File: config.mk
export PLATFORM = sky130hd
export DESIGN_NAME = lmac_core
export DESIGN_NICKNAME = d
export VERILOG_FILES = /design/src/rtl/lmac_pkg.sv /design/src/rtl/lmac_core.sv
export SDC_FILE = /design/constraint.sdc
export NUM_CORES = 1
export LEC_CHECK = 0
export BUFFER_PORTS_ARGS = -buffer_cell sky130_fd_sc_hd__buf_2
export CAP_MARGIN = 20
export CELL_PAD_IN_SITES_DETAIL_PLACEMENT = 0
export CELL_PAD_IN_SITES_GLOBAL_PLACEMENT = 1
export CORE_UTILIZATION = 38
export CTS_CLUSTER_DIAMETER = 80
export DETAILED_ROUTE_END_ITERATION = 10
export PLACE_DENSITY = 0.63
export SLEW_MARGIN = 20
export SYNTH_ARGS = -nofsm -noshare
export SYNTH_HDL_FRONTEND = slang
export SYNTH_SLANG_ARGS = --single-unit
File: constraint.sdc
create_clock -name clk -period 5.9 [get_ports clk]
set_input_delay 0.295 -clock clk [delete_from_list [all_inputs] [get_ports clk]]
set_output_delay 0.295 -clock clk [all_outputs]
set_load 0.02 [all_outputs]
File: src/rtl/lmac_pkg.sv
/*
  Shared constants for the network media access core: register offsets,
  field positions, reset values, protocol counts and state encodings.
  Assumes an 8-bit register port with a 5-bit byte address.
*/
package lmac_pkg;
  // Register offsets
  localparam logic [4:0] R_STA0 = 5'h00;
  localparam logic [4:0] R_MCF0 = 5'h06;
  localparam logic [4:0] R_CFGA = 5'h0e;
  localparam logic [4:0] R_CFGB = 5'h0f;
  localparam logic [4:0] R_CTRL = 5'h10;
  localparam logic [4:0] R_STAT = 5'h11;
  localparam logic [4:0] R_RXCL = 5'h12;
  localparam logic [4:0] R_RXCH = 5'h13;
  localparam logic [4:0] R_TXLL = 5'h14;
  localparam logic [4:0] R_TXLH = 5'h15;
  localparam logic [4:0] R_FIFO = 5'h16;
  // Field positions
  localparam int CTRL_RXEN = 0;
  localparam int CTRL_WORD = 1;
  localparam int CTRL_TXGO = 2;
  localparam int CTRL_LOOP = 3;
  localparam int CFGB_PROMWE = 2;
  localparam int ST_RXOK = 0;
  localparam int ST_CRCERR = 1;
  localparam int ST_REJ = 2;
  localparam int ST_OVR = 3;
  localparam int ST_TXOK = 4;
  localparam int ST_COL = 5;
  localparam int ST_TXBUSY = 6;
  localparam logic [1:0] CABLE_THIN = 2'h1;
  // Reset values
  localparam logic [7:0] CTRL_RST = 8'h80;
  localparam logic [9:0] LFSR_RST = 10'h2a5;
  // Protocol counts
  localparam logic [4:0] FIFO_OVR = 5'h0d;
  localparam logic [4:0] FIRST_REQ = 5'h08;
  localparam logic [8:0] PRE_BITS = 9'h03e;
  localparam logic [8:0] JAM_BITS = 9'h020;
  localparam logic [8:0] SLOT_BITS = 9'h1ff;
  localparam logic [8:0] FCS_BITS = 9'h020;
  localparam logic [4:0] BO_LIM = 5'h0a;
  localparam logic [4:0] MAX_ATT = 5'h10;
  localparam logic [2:0] DA_BYTES = 3'h6;
  localparam logic [1:0] HDR_LAST = 2'h3;
  localparam logic [10:0] HDR_BYTES = 11'h004;
  localparam logic [31:0] CRC_POLY = 32'h04c11db7;
  localparam logic [31:0] CRC_RES = 32'hc704dd7b;
  // Local DMA states
  typedef enum logic [6:0] {
    D_IDLE = 7'b0000001, D_BURST = 7'b0000010, D_FLUSH = 7'b0000100, D_PREP = 7'b0001000,
    D_HDR = 7'b0010000, D_PREF = 7'b0100000, D_TXB = 7'b1000000
  } lmac_dst_t;
  // Transmit serializer states
  typedef enum logic [6:0] {
    T_IDLE = 7'b0000001, T_PRE = 7'b0000010, T_SFD = 7'b0000100, T_DATA = 7'b0001000,
    T_FCS = 7'b0010000, T_JAM = 7'b0100000, T_BACK = 7'b1000000
  } lmac_tst_t;
endpackage

File: src/rtl/lmac_core.sv
/*
  Media access core: receive deserializer with frame sync, CRC check,
  address filter, 16-byte FIFO with local DMA, transmit serializer with
  preamble, jam and backoff, plus config pins for irq, cable and boot PROM.
  Assumes link pins (clocks, carrier, data, collision) are asynchronous and
  that buffer memory answers a DMA read in the cycle after the strobe.
*/
// Notes on behaviour
// - Shift receive bits only while carrier present
// - Delimiter detection fixes receive byte boundaries
// - Each eighth bit counts byte, pushes it unless frame dropped
// - Filter six address bytes; reject clears FIFO
// - Transmit CRC after delimiter, sent MSB first
// - Receive CRC mismatch flags error, rejects packet
// - Send 62 preamble bits then 1,1
// - Collision sends 32 bits of ones
// - Unicast needs all six station bytes equal
// - Multicast other than all-ones accepted only when hashed bit set
// - All-ones destination is broadcast, accepted
// - Thirteenth byte flags overrun; thirteen usable
// - Byte mode requests at threshold plus one
// - Word mode requests at threshold plus two
// - First receive request waits for eight bytes
// - End: burst, flush, header, then release
// - Prefetch threshold bytes; next request after delimiter
// - FIFO read outside loopback hangs host ready
// - Backoff after collision; strip preamble on receive
// - Drive only the selected interrupt line
// - Thin output follows cable selection
// - PROM select, data buffering, gated writes
`timescale 1ns/1ns
module lmac_core #(
  parameter int LEN_W = 11
) (
  input wire logic clk,
  input wire logic rst_n,
  input wire logic [4:0] reg_addr,
  input wire logic [7:0] reg_wdata,
  input wire logic reg_wr,
  input wire logic reg_rd,
  output logic [7:0] reg_rdata,
  output logic chrdy,
  input wire logic rx_clk,
  input wire logic rx_crs,
  input wire logic rx_d,
  input wire logic tx_clk,
  input wire logic col,
  output logic tx_en,
  output logic tx_data,
  output logic ldma_req,
  input wire logic ldma_gnt,
  output logic ldma_wr,
  output logic ldma_rd,
  output logic [LEN_W-1:0] ldma_ofs,
  output logic [7:0] ldma_wdata,
  input wire logic [7:0] ldma_rdata,
  input wire logic irq_src,
  output logic [7:0] irq_out,
  output logic [7:0] irq_oe,
  output logic thin,
  input wire logic prom_sel,
  input wire logic host_wr,
  input wire logic [7:0] host_wdata,
  output logic [7:0] host_prom_rdata,
  output logic prom_cs,
  output logic prom_we_n,
  output logic [7:0] prom_d_out,
  output logic prom_d_oe,
  input wire logic [7:0] prom_d_in
);
  typedef struct packed {
    logic [4:0] s1, s2, s3;
    logic [5:0][7:0] sta;
    logic [7:0][7:0] mcf;
    logic [7:0] cfga, cfgb, ctrl, stat, rdata;
    logic [LEN_W-1:0] txlen;
    logic [15:0][7:0] mem;
    logic [3:0] wp, rp;
    logic [4:0] cnt;
    logic rsync, rprev, rdrop, mc, bc_all, dmatch, eop, first;
    logic [2:0] rbit, dac;
    logic [7:0] rsh;
    logic [31:0] rcrc;
    logic [LEN_W-1:0] rbc, wofs, lofs, txf, tsent;
    lmac_pkg::lmac_dst_t dst;
    logic req, wr, rd, rdv, txgo, retry, tgo, sfd_done, hang, irqq, txen, txd;
    logic [3:0] bc;
    logic [1:0] hc;
    logic [7:0] wdata, tsh;
    lmac_pkg::lmac_tst_t tst;
    logic [8:0] tcnt;
    logic [2:0] tbit;
    logic [31:0] tcrc;
    logic [4:0] att;
    logic [9:0] bo, lfsr;
  } lmac_st_t;

  lmac_st_t s, n;
  logic push, pop, flush, rej_now, re, te, rbitv, txact, rhit;
  logic [7:0] pdata, stset, stclr, b;
  logic [3:0] thr;
  logic [4:0] room;

  // Serial CRC step, shared by receive and transmit
  function automatic logic [31:0] crc_step(input logic [31:0] c, input logic d);
    crc_step = {c[30:0], 1'b0} ^ ((c[31] ^ d) ? lmac_pkg::CRC_POLY : 32'h00000000);
  endfunction

  // Backoff window mask, capped at ten doublings
  function automatic logic [9:0] bo_mask(input logic [4:0] a);
    logic [4:0] k;
    k = (a > lmac_pkg::BO_LIM) ? lmac_pkg::BO_LIM : a;
    bo_mask = 10'h3ff >> (lmac_pkg::BO_LIM - k);
  endfunction

  always_comb begin
    n = s;
    push = 1'b0;
    pop = 1'b0;
    flush = 1'b0;
    rej_now = 1'b0;
    pdata = 8'h00;
    stset = 8'h00;
    stclr = 8'h00;
    b = 8'h00;
    n.wr = 1'b0;
    n.rd = 1'b0;
    n.txgo = s.txgo;
    thr = s.ctrl[7:4];
    room = lmac_pkg::FIFO_OVR - 5'h01 - s.cnt;
    txact = (s.tst != lmac_pkg::T_IDLE) || (s.dst == lmac_pkg::D_PREF) || (s.dst == lmac_pkg::D_TXB);
    // Pin synchronisers; third stage only for edge finding
    n.s1 = {col, tx_clk, rx_d, rx_crs, rx_clk};
    n.s2 = s.s1;
    n.s3 = s.s2;
    re = s.s2[0] & ~s.s3[0];
    te = s.s2[3] & ~s.s3[3];
    rbitv = s.s2[2];
    n.lfsr = {s.lfsr[8:0], s.lfsr[9] ^ s.lfsr[6]};
    n.irqq = irq_src;

    // Register writes
    n.rdata = 8'h00;
    if (reg_wr) begin
      if (reg_addr < lmac_pkg::R_MCF0) begin
        n.sta[reg_addr[2:0]] = reg_wdata;
      end else if (reg_addr < lmac_pkg::R_CFGA) begin
        n.mcf[3'(reg_addr - lmac_pkg::R_MCF0)] = reg_wdata;
      end else begin
        case (reg_addr)
          lmac_pkg::R_CFGA: n.cfga = reg_wdata;
          lmac_pkg::R_CFGB: n.cfgb = reg_wdata;
          lmac_pkg::R_CTRL: begin
            n.ctrl = reg_wdata & ~(8'h01 << lmac_pkg::CTRL_TXGO);
            n.txgo = s.txgo | reg_wdata[lmac_pkg::CTRL_TXGO];
          end
          lmac_pkg::R_STAT: stclr = reg_wdata;
          lmac_pkg::R_TXLL: n.txlen[7:0] = reg_wdata;
          lmac_pkg::R_TXLH: n.txlen[LEN_W-1:8] = reg_wdata[LEN_W-9:0];
          default: ;
        endcase
      end
    end
    // Register reads, data one cycle later
    if (reg_rd) begin
      if (reg_addr < lmac_pkg::R_MCF0) begin
        n.rdata = s.sta[reg_addr[2:0]];
      end else if (reg_addr < lmac_pkg::R_CFGA) begin
        n.rdata = s.mcf[3'(reg_addr - lmac_pkg::R_MCF0)];
      end else begin
        case (reg_addr)
          lmac_pkg::R_CFGA: n.rdata = s.cfga;
          lmac_pkg::R_CFGB: n.rdata = s.cfgb;
          lmac_pkg::R_CTRL: n.rdata = s.ctrl;
          lmac_pkg::R_STAT: n.rdata = s.stat | (8'(txact) << lmac_pkg::ST_TXBUSY);
          lmac_pkg::R_RXCL: n.rdata = s.rbc[7:0];
          lmac_pkg::R_RXCH: n.rdata = 8'(s.rbc[LEN_W-1:8]);
          lmac_pkg::R_TXLL: n.rdata = s.txlen[7:0];
          lmac_pkg::R_TXLH: n.rdata = 8'(s.txlen[LEN_W-1:8]);
          lmac_pkg::R_FIFO: begin
            if (s.ctrl[lmac_pkg::CTRL_LOOP]) begin
              n.rdata = s.mem[s.rp];
              pop = (s.cnt != 5'h00);
            end else begin
              n.hang = 1'b1;
            end
          end
          default: n.rdata = 8'h00;
        endcase
      end
    end

    // Receive deserializer, bits taken on receive clock edges under carrier
    if (s.rsync && !s.s2[1]) begin
      n.rsync = 1'b0;
      if (!s.rdrop) begin
        if (s.dac == lmac_pkg::DA_BYTES && s.rcrc == lmac_pkg::CRC_RES) begin
          n.eop = 1'b1;
          stset[lmac_pkg::ST_RXOK] = 1'b1;
        end else begin
          stset[lmac_pkg::ST_CRCERR] = 1'b1;
          stset[lmac_pkg::ST_REJ] = 1'b1;
          flush = 1'b1;
        end
      end
    end else if (re && s.s2[1] && s.ctrl[lmac_pkg::CTRL_RXEN] && !txact && !s.eop) begin
      if (!s.rsync) begin
        n.rprev = rbitv;
        if (s.rprev && rbitv) begin
          n.rsync = 1'b1;
          n.rbit = 3'h0;
          n.rcrc = 32'hffffffff;
          n.rbc = '0;
          n.dac = 3'h0;
          n.dmatch = 1'b1;
          n.bc_all = 1'b1;
          n.rdrop = 1'b0;
          n.first = 1'b1;
          n.wofs = LEN_W'(lmac_pkg::HDR_BYTES);
          flush = 1'b1;
        end
      end else begin
        n.rcrc = crc_step(s.rcrc, rbitv);
        n.rsh = {rbitv, s.rsh[7:1]};
        n.rbit = 3'(s.rbit + 3'h1);
        if (s.rbit == 3'h7) begin
          b = {rbitv, s.rsh[7:1]};
          n.rbc = LEN_W'(s.rbc + 1'b1);
          if (!s.rdrop) begin
            push = 1'b1;
            pdata = b;
          end
          if (s.dac < lmac_pkg::DA_BYTES) begin
            n.dac = 3'(s.dac + 3'h1);
            n.dmatch = s.dmatch & (b == s.sta[s.dac]);
            n.bc_all = s.bc_all & (b == 8'hff);
            if (s.dac == 3'h0) begin
              n.mc = b[0];
            end
            if (s.dac == lmac_pkg::DA_BYTES - 3'h1) begin
              // Filter decision on the sixth address byte
              if (!(n.bc_all || (s.mc ? s.mcf[n.rcrc[31:29]][n.rcrc[28:26]] : n.dmatch))) begin
                n.rdrop = 1'b1;
                rej_now = 1'b1;
                flush = 1'b1;
                push = 1'b0;
                stset[lmac_pkg::ST_REJ] = 1'b1;
              end
            end
          end
        end
      end
    end

    // Local DMA request thresholds
    if (s.first) begin
      rhit = s.cnt >= lmac_pkg::FIRST_REQ;
    end else if (s.ctrl[lmac_pkg::CTRL_WORD]) begin
      rhit = s.cnt >= 5'({1'b0, thr} + 5'h02);
    end else begin
      rhit = s.cnt >= 5'({1'b0, thr} + 5'h01);
    end
    // Buffer read data stands in the cycle after the strobe
    n.rdv = s.rd;
    if (s.rdv) begin
      push = 1'b1;
      pdata = ldma_rdata;
    end

    // Local DMA sequencer
    unique case (s.dst)
      lmac_pkg::D_IDLE: begin
        if (s.eop) begin
          n.req = 1'b1;
          n.dst = lmac_pkg::D_FLUSH;
        end else if ((s.txgo || s.retry) && !txact) begin
          n.req = 1'b1;
          n.dst = lmac_pkg::D_PREF;
          n.bc = thr;
          n.txf = '0;
          // A go written in this very cycle is kept for the next frame
          n.txgo = reg_wr && (reg_addr == lmac_pkg::R_CTRL) && reg_wdata[lmac_pkg::CTRL_TXGO];
          n.retry = 1'b0;
          flush = 1'b1;
        end else if (s.rsync && !s.rdrop && rhit) begin
          n.req = 1'b1;
          n.dst = lmac_pkg::D_BURST;
          n.bc = thr;
        end else if (s.sfd_done && s.txf < s.txlen && {1'b0, thr} <= room) begin
          n.req = 1'b1;
          n.dst = lmac_pkg::D_TXB;
          n.bc = thr;
        end
      end
      lmac_pkg::D_BURST: begin
        if (s.bc == 4'h0 || s.rdrop || (!s.rsync && !s.eop)) begin
          n.first = 1'b0;
          if (s.eop && !s.rdrop) begin
            n.dst = lmac_pkg::D_FLUSH;
          end else begin
            n.req = 1'b0;
            n.dst = lmac_pkg::D_IDLE;
          end
        end else if (ldma_gnt && s.cnt != 5'h00) begin
          pop = 1'b1;
          n.wr = 1'b1;
          n.wdata = s.mem[s.rp];
          n.lofs = s.wofs;
          n.wofs = LEN_W'(s.wofs + 1'b1);
          n.bc = 4'(s.bc - 4'h1);
        end
      end
      lmac_pkg::D_FLUSH: begin
        if (s.cnt == 5'h00) begin
          n.dst = lmac_pkg::D_PREP;
        end else if (ldma_gnt) begin
          pop = 1'b1;
          n.wr = 1'b1;
          n.wdata = s.mem[s.rp];
          n.lofs = s.wofs;
          n.wofs = LEN_W'(s.wofs + 1'b1);
        end
      end
      lmac_pkg::D_PREP: begin
        n.hc = 2'h0;
        n.dst = lmac_pkg::D_HDR;
      end
      lmac_pkg::D_HDR: begin
        if (ldma_gnt) begin
          n.wr = 1'b1;
          n.lofs = LEN_W'(s.hc);
          n.hc = 2'(s.hc + 2'h1);
          case (s.hc)
            2'h0: n.wdata = s.stat;
            2'h1: n.wdata = 8'h00;
            2'h2: n.wdata = s.rbc[7:0];
            default: n.wdata = 8'(s.rbc[LEN_W-1:8]);
          endcase
          if (s.hc == lmac_pkg::HDR_LAST) begin
            n.req = 1'b0;
            n.eop = 1'b0;
            n.dst = lmac_pkg::D_IDLE;
          end
        end
      end
      lmac_pkg::D_PREF, lmac_pkg::D_TXB: begin
        if ((s.bc == 4'h0 || s.txf == s.txlen) && !s.rd && !s.rdv) begin
          n.req = 1'b0;
          n.dst = lmac_pkg::D_IDLE;
          n.tgo = s.tgo | (s.dst == lmac_pkg::D_PREF);
        end else if (ldma_gnt && s.bc != 4'h0 && s.txf < s.txlen) begin
          n.rd = 1'b1;
          n.lofs = s.txf;
          n.txf = LEN_W'(s.txf + 1'b1);
          n.bc = 4'(s.bc - 4'h1);
        end
      end
    endcase

    // Transmit serializer on transmit clock edges
    if (te) begin
      if (s.s2[4] && (s.tst == lmac_pkg::T_PRE || s.tst == lmac_pkg::T_SFD ||
          s.tst == lmac_pkg::T_DATA || s.tst == lmac_pkg::T_FCS)) begin
        n.tst = lmac_pkg::T_JAM;
        n.tcnt = 9'h001; // Entry bit is the first jam bit
        n.txd = 1'b1;
        stset[lmac_pkg::ST_COL] = 1'b1;
      end else begin
        unique case (s.tst)
          lmac_pkg::T_IDLE: begin
            n.txen = 1'b0;
            n.txd = 1'b0;
            if (s.tgo) begin
              n.tgo = 1'b0;
              n.tst = lmac_pkg::T_PRE;
              n.tcnt = 9'h000;
            end
          end
          lmac_pkg::T_PRE: begin
            n.txen = 1'b1;
            n.txd = ~s.tcnt[0];
            n.tcnt = 9'(s.tcnt + 9'h001);
            if (s.tcnt == lmac_pkg::PRE_BITS - 9'h001) begin
              n.tst = lmac_pkg::T_SFD;
              n.tcnt = 9'h000;
            end
          end
          lmac_pkg::T_SFD: begin
            n.txd = 1'b1;
            n.tcnt = 9'(s.tcnt + 9'h001);
            if (s.tcnt == 9'h001) begin
              n.tst = lmac_pkg::T_DATA;
              n.tbit = 3'h0;
              n.tcrc = 32'hffffffff;
              n.tsent = '0;
              n.sfd_done = 1'b1;
            end
          end
          lmac_pkg::T_DATA: begin
            b = (s.tbit == 3'h0) ? s.mem[s.rp] : s.tsh;
            pop = pop | ((s.tbit == 3'h0) && s.cnt != 5'h00);
            n.txd = b[0];
            n.tsh = {1'b0, b[7:1]};
            n.tcrc = crc_step(s.tcrc, b[0]);
            n.tbit = 3'(s.tbit + 3'h1);
            if (s.tbit == 3'h7) begin
              n.tsent = LEN_W'(s.tsent + 1'b1);
              if (LEN_W'(s.tsent + 1'b1) >= s.txlen) begin
                n.tst = lmac_pkg::T_FCS;
                n.tcnt = 9'h000;
              end
            end
          end
          lmac_pkg::T_FCS: begin
            n.txd = ~s.tcrc[31];
            n.tcrc = {s.tcrc[30:0], 1'b0};
            n.tcnt = 9'(s.tcnt + 9'h001);
            if (s.tcnt == lmac_pkg::FCS_BITS - 9'h001) begin
              n.tst = lmac_pkg::T_IDLE;
              n.sfd_done = 1'b0;
              n.att = 5'h00;
              stset[lmac_pkg::ST_TXOK] = 1'b1;
            end
          end
          lmac_pkg::T_JAM: begin
            n.txd = 1'b1;
            n.tcnt = 9'(s.tcnt + 9'h001);
            if (s.tcnt == lmac_pkg::JAM_BITS - 9'h001) begin
              n.att = 5'(s.att + 5'h01);
              n.bo = s.lfsr & bo_mask(5'(s.att + 5'h01));
              n.tcnt = 9'h000;
              n.sfd_done = 1'b0;
              n.tst = (5'(s.att + 5'h01) == lmac_pkg::MAX_ATT) ? lmac_pkg::T_IDLE : lmac_pkg::T_BACK;
            end
          end
          lmac_pkg::T_BACK: begin
            n.txen = 1'b0;
            n.txd = 1'b0;
            if (s.bo == 10'h000) begin
              n.retry = 1'b1;
              n.tst = lmac_pkg::T_IDLE;
            end else begin
              n.tcnt = 9'(s.tcnt + 9'h001);
              if (s.tcnt == lmac_pkg::SLOT_BITS) begin
                n.bo = 10'(s.bo - 10'h001);
                n.tcnt = 9'h000;
              end
            end
          end
        endcase
      end
    end

    // FIFO update; overrun on the thirteenth byte
    if (push && s.cnt == lmac_pkg::FIFO_OVR - 5'h01) begin
      stset[lmac_pkg::ST_OVR] = 1'b1;
    end
    if (flush) begin
      n.wp = 4'h0;
      n.rp = 4'h0;
      n.cnt = 5'h00;
    end else begin
      push = push && (s.cnt < lmac_pkg::FIFO_OVR);
      if (push) begin
        n.mem[s.wp] = pdata;
        n.wp = 4'(s.wp + 4'h1);
      end
      if (pop) begin
        n.rp = 4'(s.rp + 4'h1);
      end
      n.cnt = 5'(s.cnt + {4'h0, push} - {4'h0, pop});
    end
    // Sticky status; a set wins over a clear
    n.stat = (s.stat & ~stclr) | stset;
  end

  always_ff @(posedge clk or negedge rst_n) begin
    if (!rst_n) begin
      s <= '0;
      s.ctrl <= lmac_pkg::CTRL_RST;
      s.first <= 1'b1;
      s.wofs <= LEN_W'(lmac_pkg::HDR_BYTES);
      s.lfsr <= lmac_pkg::LFSR_RST;
      s.dst <= lmac_pkg::D_IDLE;
      s.tst <= lmac_pkg::T_IDLE;
    end else begin
      s <= n;
    end
  end

  // Outputs
  assign reg_rdata = s.rdata;
  assign chrdy = ~s.hang;
  assign tx_en = s.txen;
  assign tx_data = s.txd;
  assign ldma_req = s.req;
  assign ldma_wr = s.wr;
  assign ldma_rd = s.rd;
  assign ldma_ofs = s.lofs;
  assign ldma_wdata = s.wdata;
  assign irq_out = {8{s.irqq}};
  assign irq_oe = 8'h01 << s.cfga[2:0];
  assign thin = (s.cfgb[1:0] == lmac_pkg::CABLE_THIN);
  // Boot PROM select and data buffering
  assign prom_cs = prom_sel;
  assign prom_d_oe = prom_sel & host_wr & s.cfgb[lmac_pkg::CFGB_PROMWE];
  assign prom_we_n = ~prom_d_oe;
  assign prom_d_out = host_wdata;
  assign host_prom_rdata = prom_d_in;
endmodule

==> qor.yml <==
outcome: "completed"
cts_tree: "built"
worstPathMaxFanout: 12
synthCells: 2657
post_cts_resized: 0
synth_fp_nets: 2795
arrival_ns: 5.46
crit_type: "register to register"
dp.cells: 3600
endpoint_kind: "register"
n_antenna_cell: 0
grt_pass1_vias: 21000
power_mw: 10.9
dp.final_hpwl_mm: 56.7
ant_nets: 0
syn_to_final_growth_pct: 11.6
power_density_nw_per_um2: 333
yosysSeqAreaShare_pct: 46.1
antenna_found_initial: 2
drv_slew: 0
placed_area_um2: 30300
synth-edff-count: 0
cts.path.max_buffers: 3
tightest_slew_ns: 1.14
worstSetupStartpoint: "s[203]"
finalSetupTns_ns: 0
path_buf_inv: 2
clk_pin_slew_ns: 0.06
via_per_inst: 5.56
final_layout_size_suffix_gt1_share_pct: 22.9
worstSetupEndpoint: "s[230]"
relSlewSlack_pct: 23.1
cts_inserted_buffers: 66
drc_errors: 0
slowest_delay_ns: 0.84
initial_utilization_pct: 38.5
final_area_um2: 32700
p_leak_nw: 14.5
numClockSinks: 539
nets: 2784
setup-violations-final: 0
setup.worst_path.start_class: "register"
grt_setup_unrepaired: "no"
ys.flop_type: "dfrtp_1"
grt_use_met2_pct: 32.1
crit_path_cell_trace: "xor2_1, buf_4, xnor2_1, mux4_2, mux2i_1, o211ai_1, o41ai_2, ha_1, inv_1, ha_1, fa_1, a21oi_1, nor2_1, nor2_1, xnor2_1, nor2_1"
r2r_start: "s[203]"
io_buffers: 86
worst_ep_required_time_ns: 6.34
fp.dieH_um: 280
yosys.cell_types.count: 85
cts_root_buffer: "clkbuf_16"
worstRegToRegCells: 16
path_depth: 16
firstDrtPassIters: 5
synth_area_per_cell_um2: 11.0
gr-usage-met3_pct: 3.61
reg2reg_to: "s[230]"
ios: 119
hold_class: "input pin to register"
gp_congestion: 0.884
crit_family: "compound AO/OA/AOI/OAI gates"
synth-async-reset-ratio_pct: 100
cts_max_level: 3
min_period_over_period_pct: 85.0
wl_mm: 80.3
clock_latency_ns: 0.61
grt_pass1_wl_mm: 127
cp_slowest_cell: "xnor2_1"
drtIter0Drc: 1518
yosysWarnings: 0
cpMostUsedCell: "nor2_1"
grt_max_degree: 138
wl_per_cell_um: 21.5
fp.dieW_um: 280
max_cap_violations: 0
stdcell_count: 3728
grt_util_all_layers_pct: 20.9
utilization_pct: 43.0
grtUsageMet1_pct: 29.9
ys_ff_latch: 539
die_area_um2: 78200
core_um2: 76100
nFillCells: 7196
clock_skew_ns: 0.0189
grt-ovfl-total: 0
num_rows: 101
netlist_area_um2: 29300
ir_drop_uv: 195
vias: 20700
hold_viol_final: 0
fmax_mhz: 199
top_usage_layer: "met2"
period_needed_ns: 5.02
rrSetupSlack_ns: 0.88
==> tightest hold or removal path, cell delays in order <==
cell and delay [ns]:
buf_2 0.19, nand3_1 0.09, o21ai_0 0.07
==> sequential cells by signal, summed over array words and instances, names as in the netlist <==
register,flops
s,487
n,19
ldma_ofs,11
ldma_wdata,8
reg_rdata,8
irq_out,1
ldma_rd,1
ldma_req,1
ldma_wr,1
tx_data,1
tx_en,1
==> cells in the final DEF, fill, tap and decap left out, types with 11 or more instances in the layout <==
cell / n
nand3b_1: 15
nand2_1: 243
and3_1: 24
nor3b_1: 13
or3_1: 15
dfrtp_1: 528
o211ai_1: 11
o22ai_1: 14
a21oi_1: 96
nor2b_1: 25
a21o_1: 20
a221oi_1: 25
nand3_1: 78
mux2_2: 208
nand2b_1: 27
nand4_1: 18
o31ai_1: 15
clkbuf_16: 67
xor2_1: 22
nor4_4: 17
clkbuf_8: 19
a211oi_1: 23
a22oi_1: 32
ha_1: 87
inv_1: 56
o21a_1: 13
buf_4: 25
buf_2: 85
mux4_2: 59
xnor2_1: 44
mux2i_1: 75
mux2_4: 80
nor3_1: 50
nor2_1: 194
o21ai_0: 181
==> layer usage <==
layer,up-vias,share of wire (%)
met4,4,2.5
met5,-,0.035
met3,116,4.7
met2,485,45
met1,10500,48
li1,9596,-
==> logic make-up (layout without fill, tap and decap cells) <==
| kind of cell | Yosys count | count (layout) | share of synthesized area, % |
|---|---|---|---|
| flops | 539 | 539 | 46.1 |
| fa+ha+maj | 88 | 88 | 3.79 |
| simple gates | 781 | 781 | 13.8 |
| buf+inv | 260 | 301 | 4.14 |
| mux | 423 | 423 | 19.2 |
| xor+xnor | 66 | 66 | 1.97 |
| compound gates | 500 | 500 | 10.9 |
==> how the worst min path moves through the flow <==
stage / startpoint / to / cells after the start
floorplan: rst_n / irq_out[0] / 0
global placement: n[538] / n[533] / 0
detailed placement: n[538] / n[533] / 0
CTS: reg_rd / s[101] / 3
global route: reg_rd / s[101] / 3
finish: reg_rd / s[101] / 3
==> synth_stat cells (all sizes together), types with 5 or more instances <==
master / instances / share of area [%]
nor2b: 25 / 0.53
and3b: 5 / 0.15
mux4: 59 / 4.5
and2: 9 / 0.19
nor3b: 13 / 0.33
and3: 25 / 0.54
a21oi: 96 / 1.6
xnor2: 44 / 1.3
dfstp: 10 / 0.90
nor3: 51 / 0.91
nand3b: 15 / 0.38
nor4bb: 5 / 0.17
nor4: 28 / 1.5
or3: 15 / 0.32
mux2i: 75 / 2.6
buf: 81 / 1.8
nand3: 78 / 1.3
a22o: 10 / 0.30
nor2: 194 / 2.5
nand2b: 27 / 0.58
o22ai: 14 / 0.30
mux2: 289 / 12
nand2: 243 / 3.1
a221oi: 25 / 0.75
inv: 56 / 0.72
clkbuf: 120 / 1.5
o21a: 13 / 0.33
nand4b: 8 / 0.24
a222oi: 10 / 0.34
a21boi: 5 / 0.13
nand4: 18 / 0.38
a31oi: 7 / 0.15
o211ai: 11 / 0.28
dfrtp: 529 / 45
xor2: 22 / 0.66
ha: 87 / 3.7
o31ai: 15 / 0.38
a21o: 20 / 0.51
a211oi: 23 / 0.59
a22oi: 32 / 0.82
o21ai: 183 / 3.2
==> power breakdown <==
part / leakage [nW] / internal (mW) / total, mW / switching [mW]
sequential: 7.21 / 4.06 / 4.45 / 0.386
combinational: 6.14 / 0.953 / 2.16 / 1.21
clock: 1.14 / 2.64 / 4.28 / 1.64
==> what timing repair did <==
action,4_1_cts,5_1_grt
hold buffers,8,0
hold endpoints to repair,87,0
buffers inserted,0,0
==> area by class of cell <==
cell class                 instances  area, um^2  share of cell area [%]
clock inverter                    24         335                    1.03
clock buffer                      96        1980                    6.05
tap                             1030        1290                    3.94
sequential                       539       13500                    41.3
timing repair buffer             122         768                    2.35
inverter                          59         221                   0.678
multi-input combinational       1858       14600                    44.6
==> through the flow <==
step           worst slack [ns]  hold slack, ns
2_1_floorplan              1.78       -0.000591
3_3_place_gp              0.925           0.334
3_5_place_dp              0.899           0.335
4_1_cts                   0.880          0.0497
5_1_grt                   0.630          0.0783
6_report                  0.882          0.0918
Note: power is estimated with default switching activity, not from simulation.
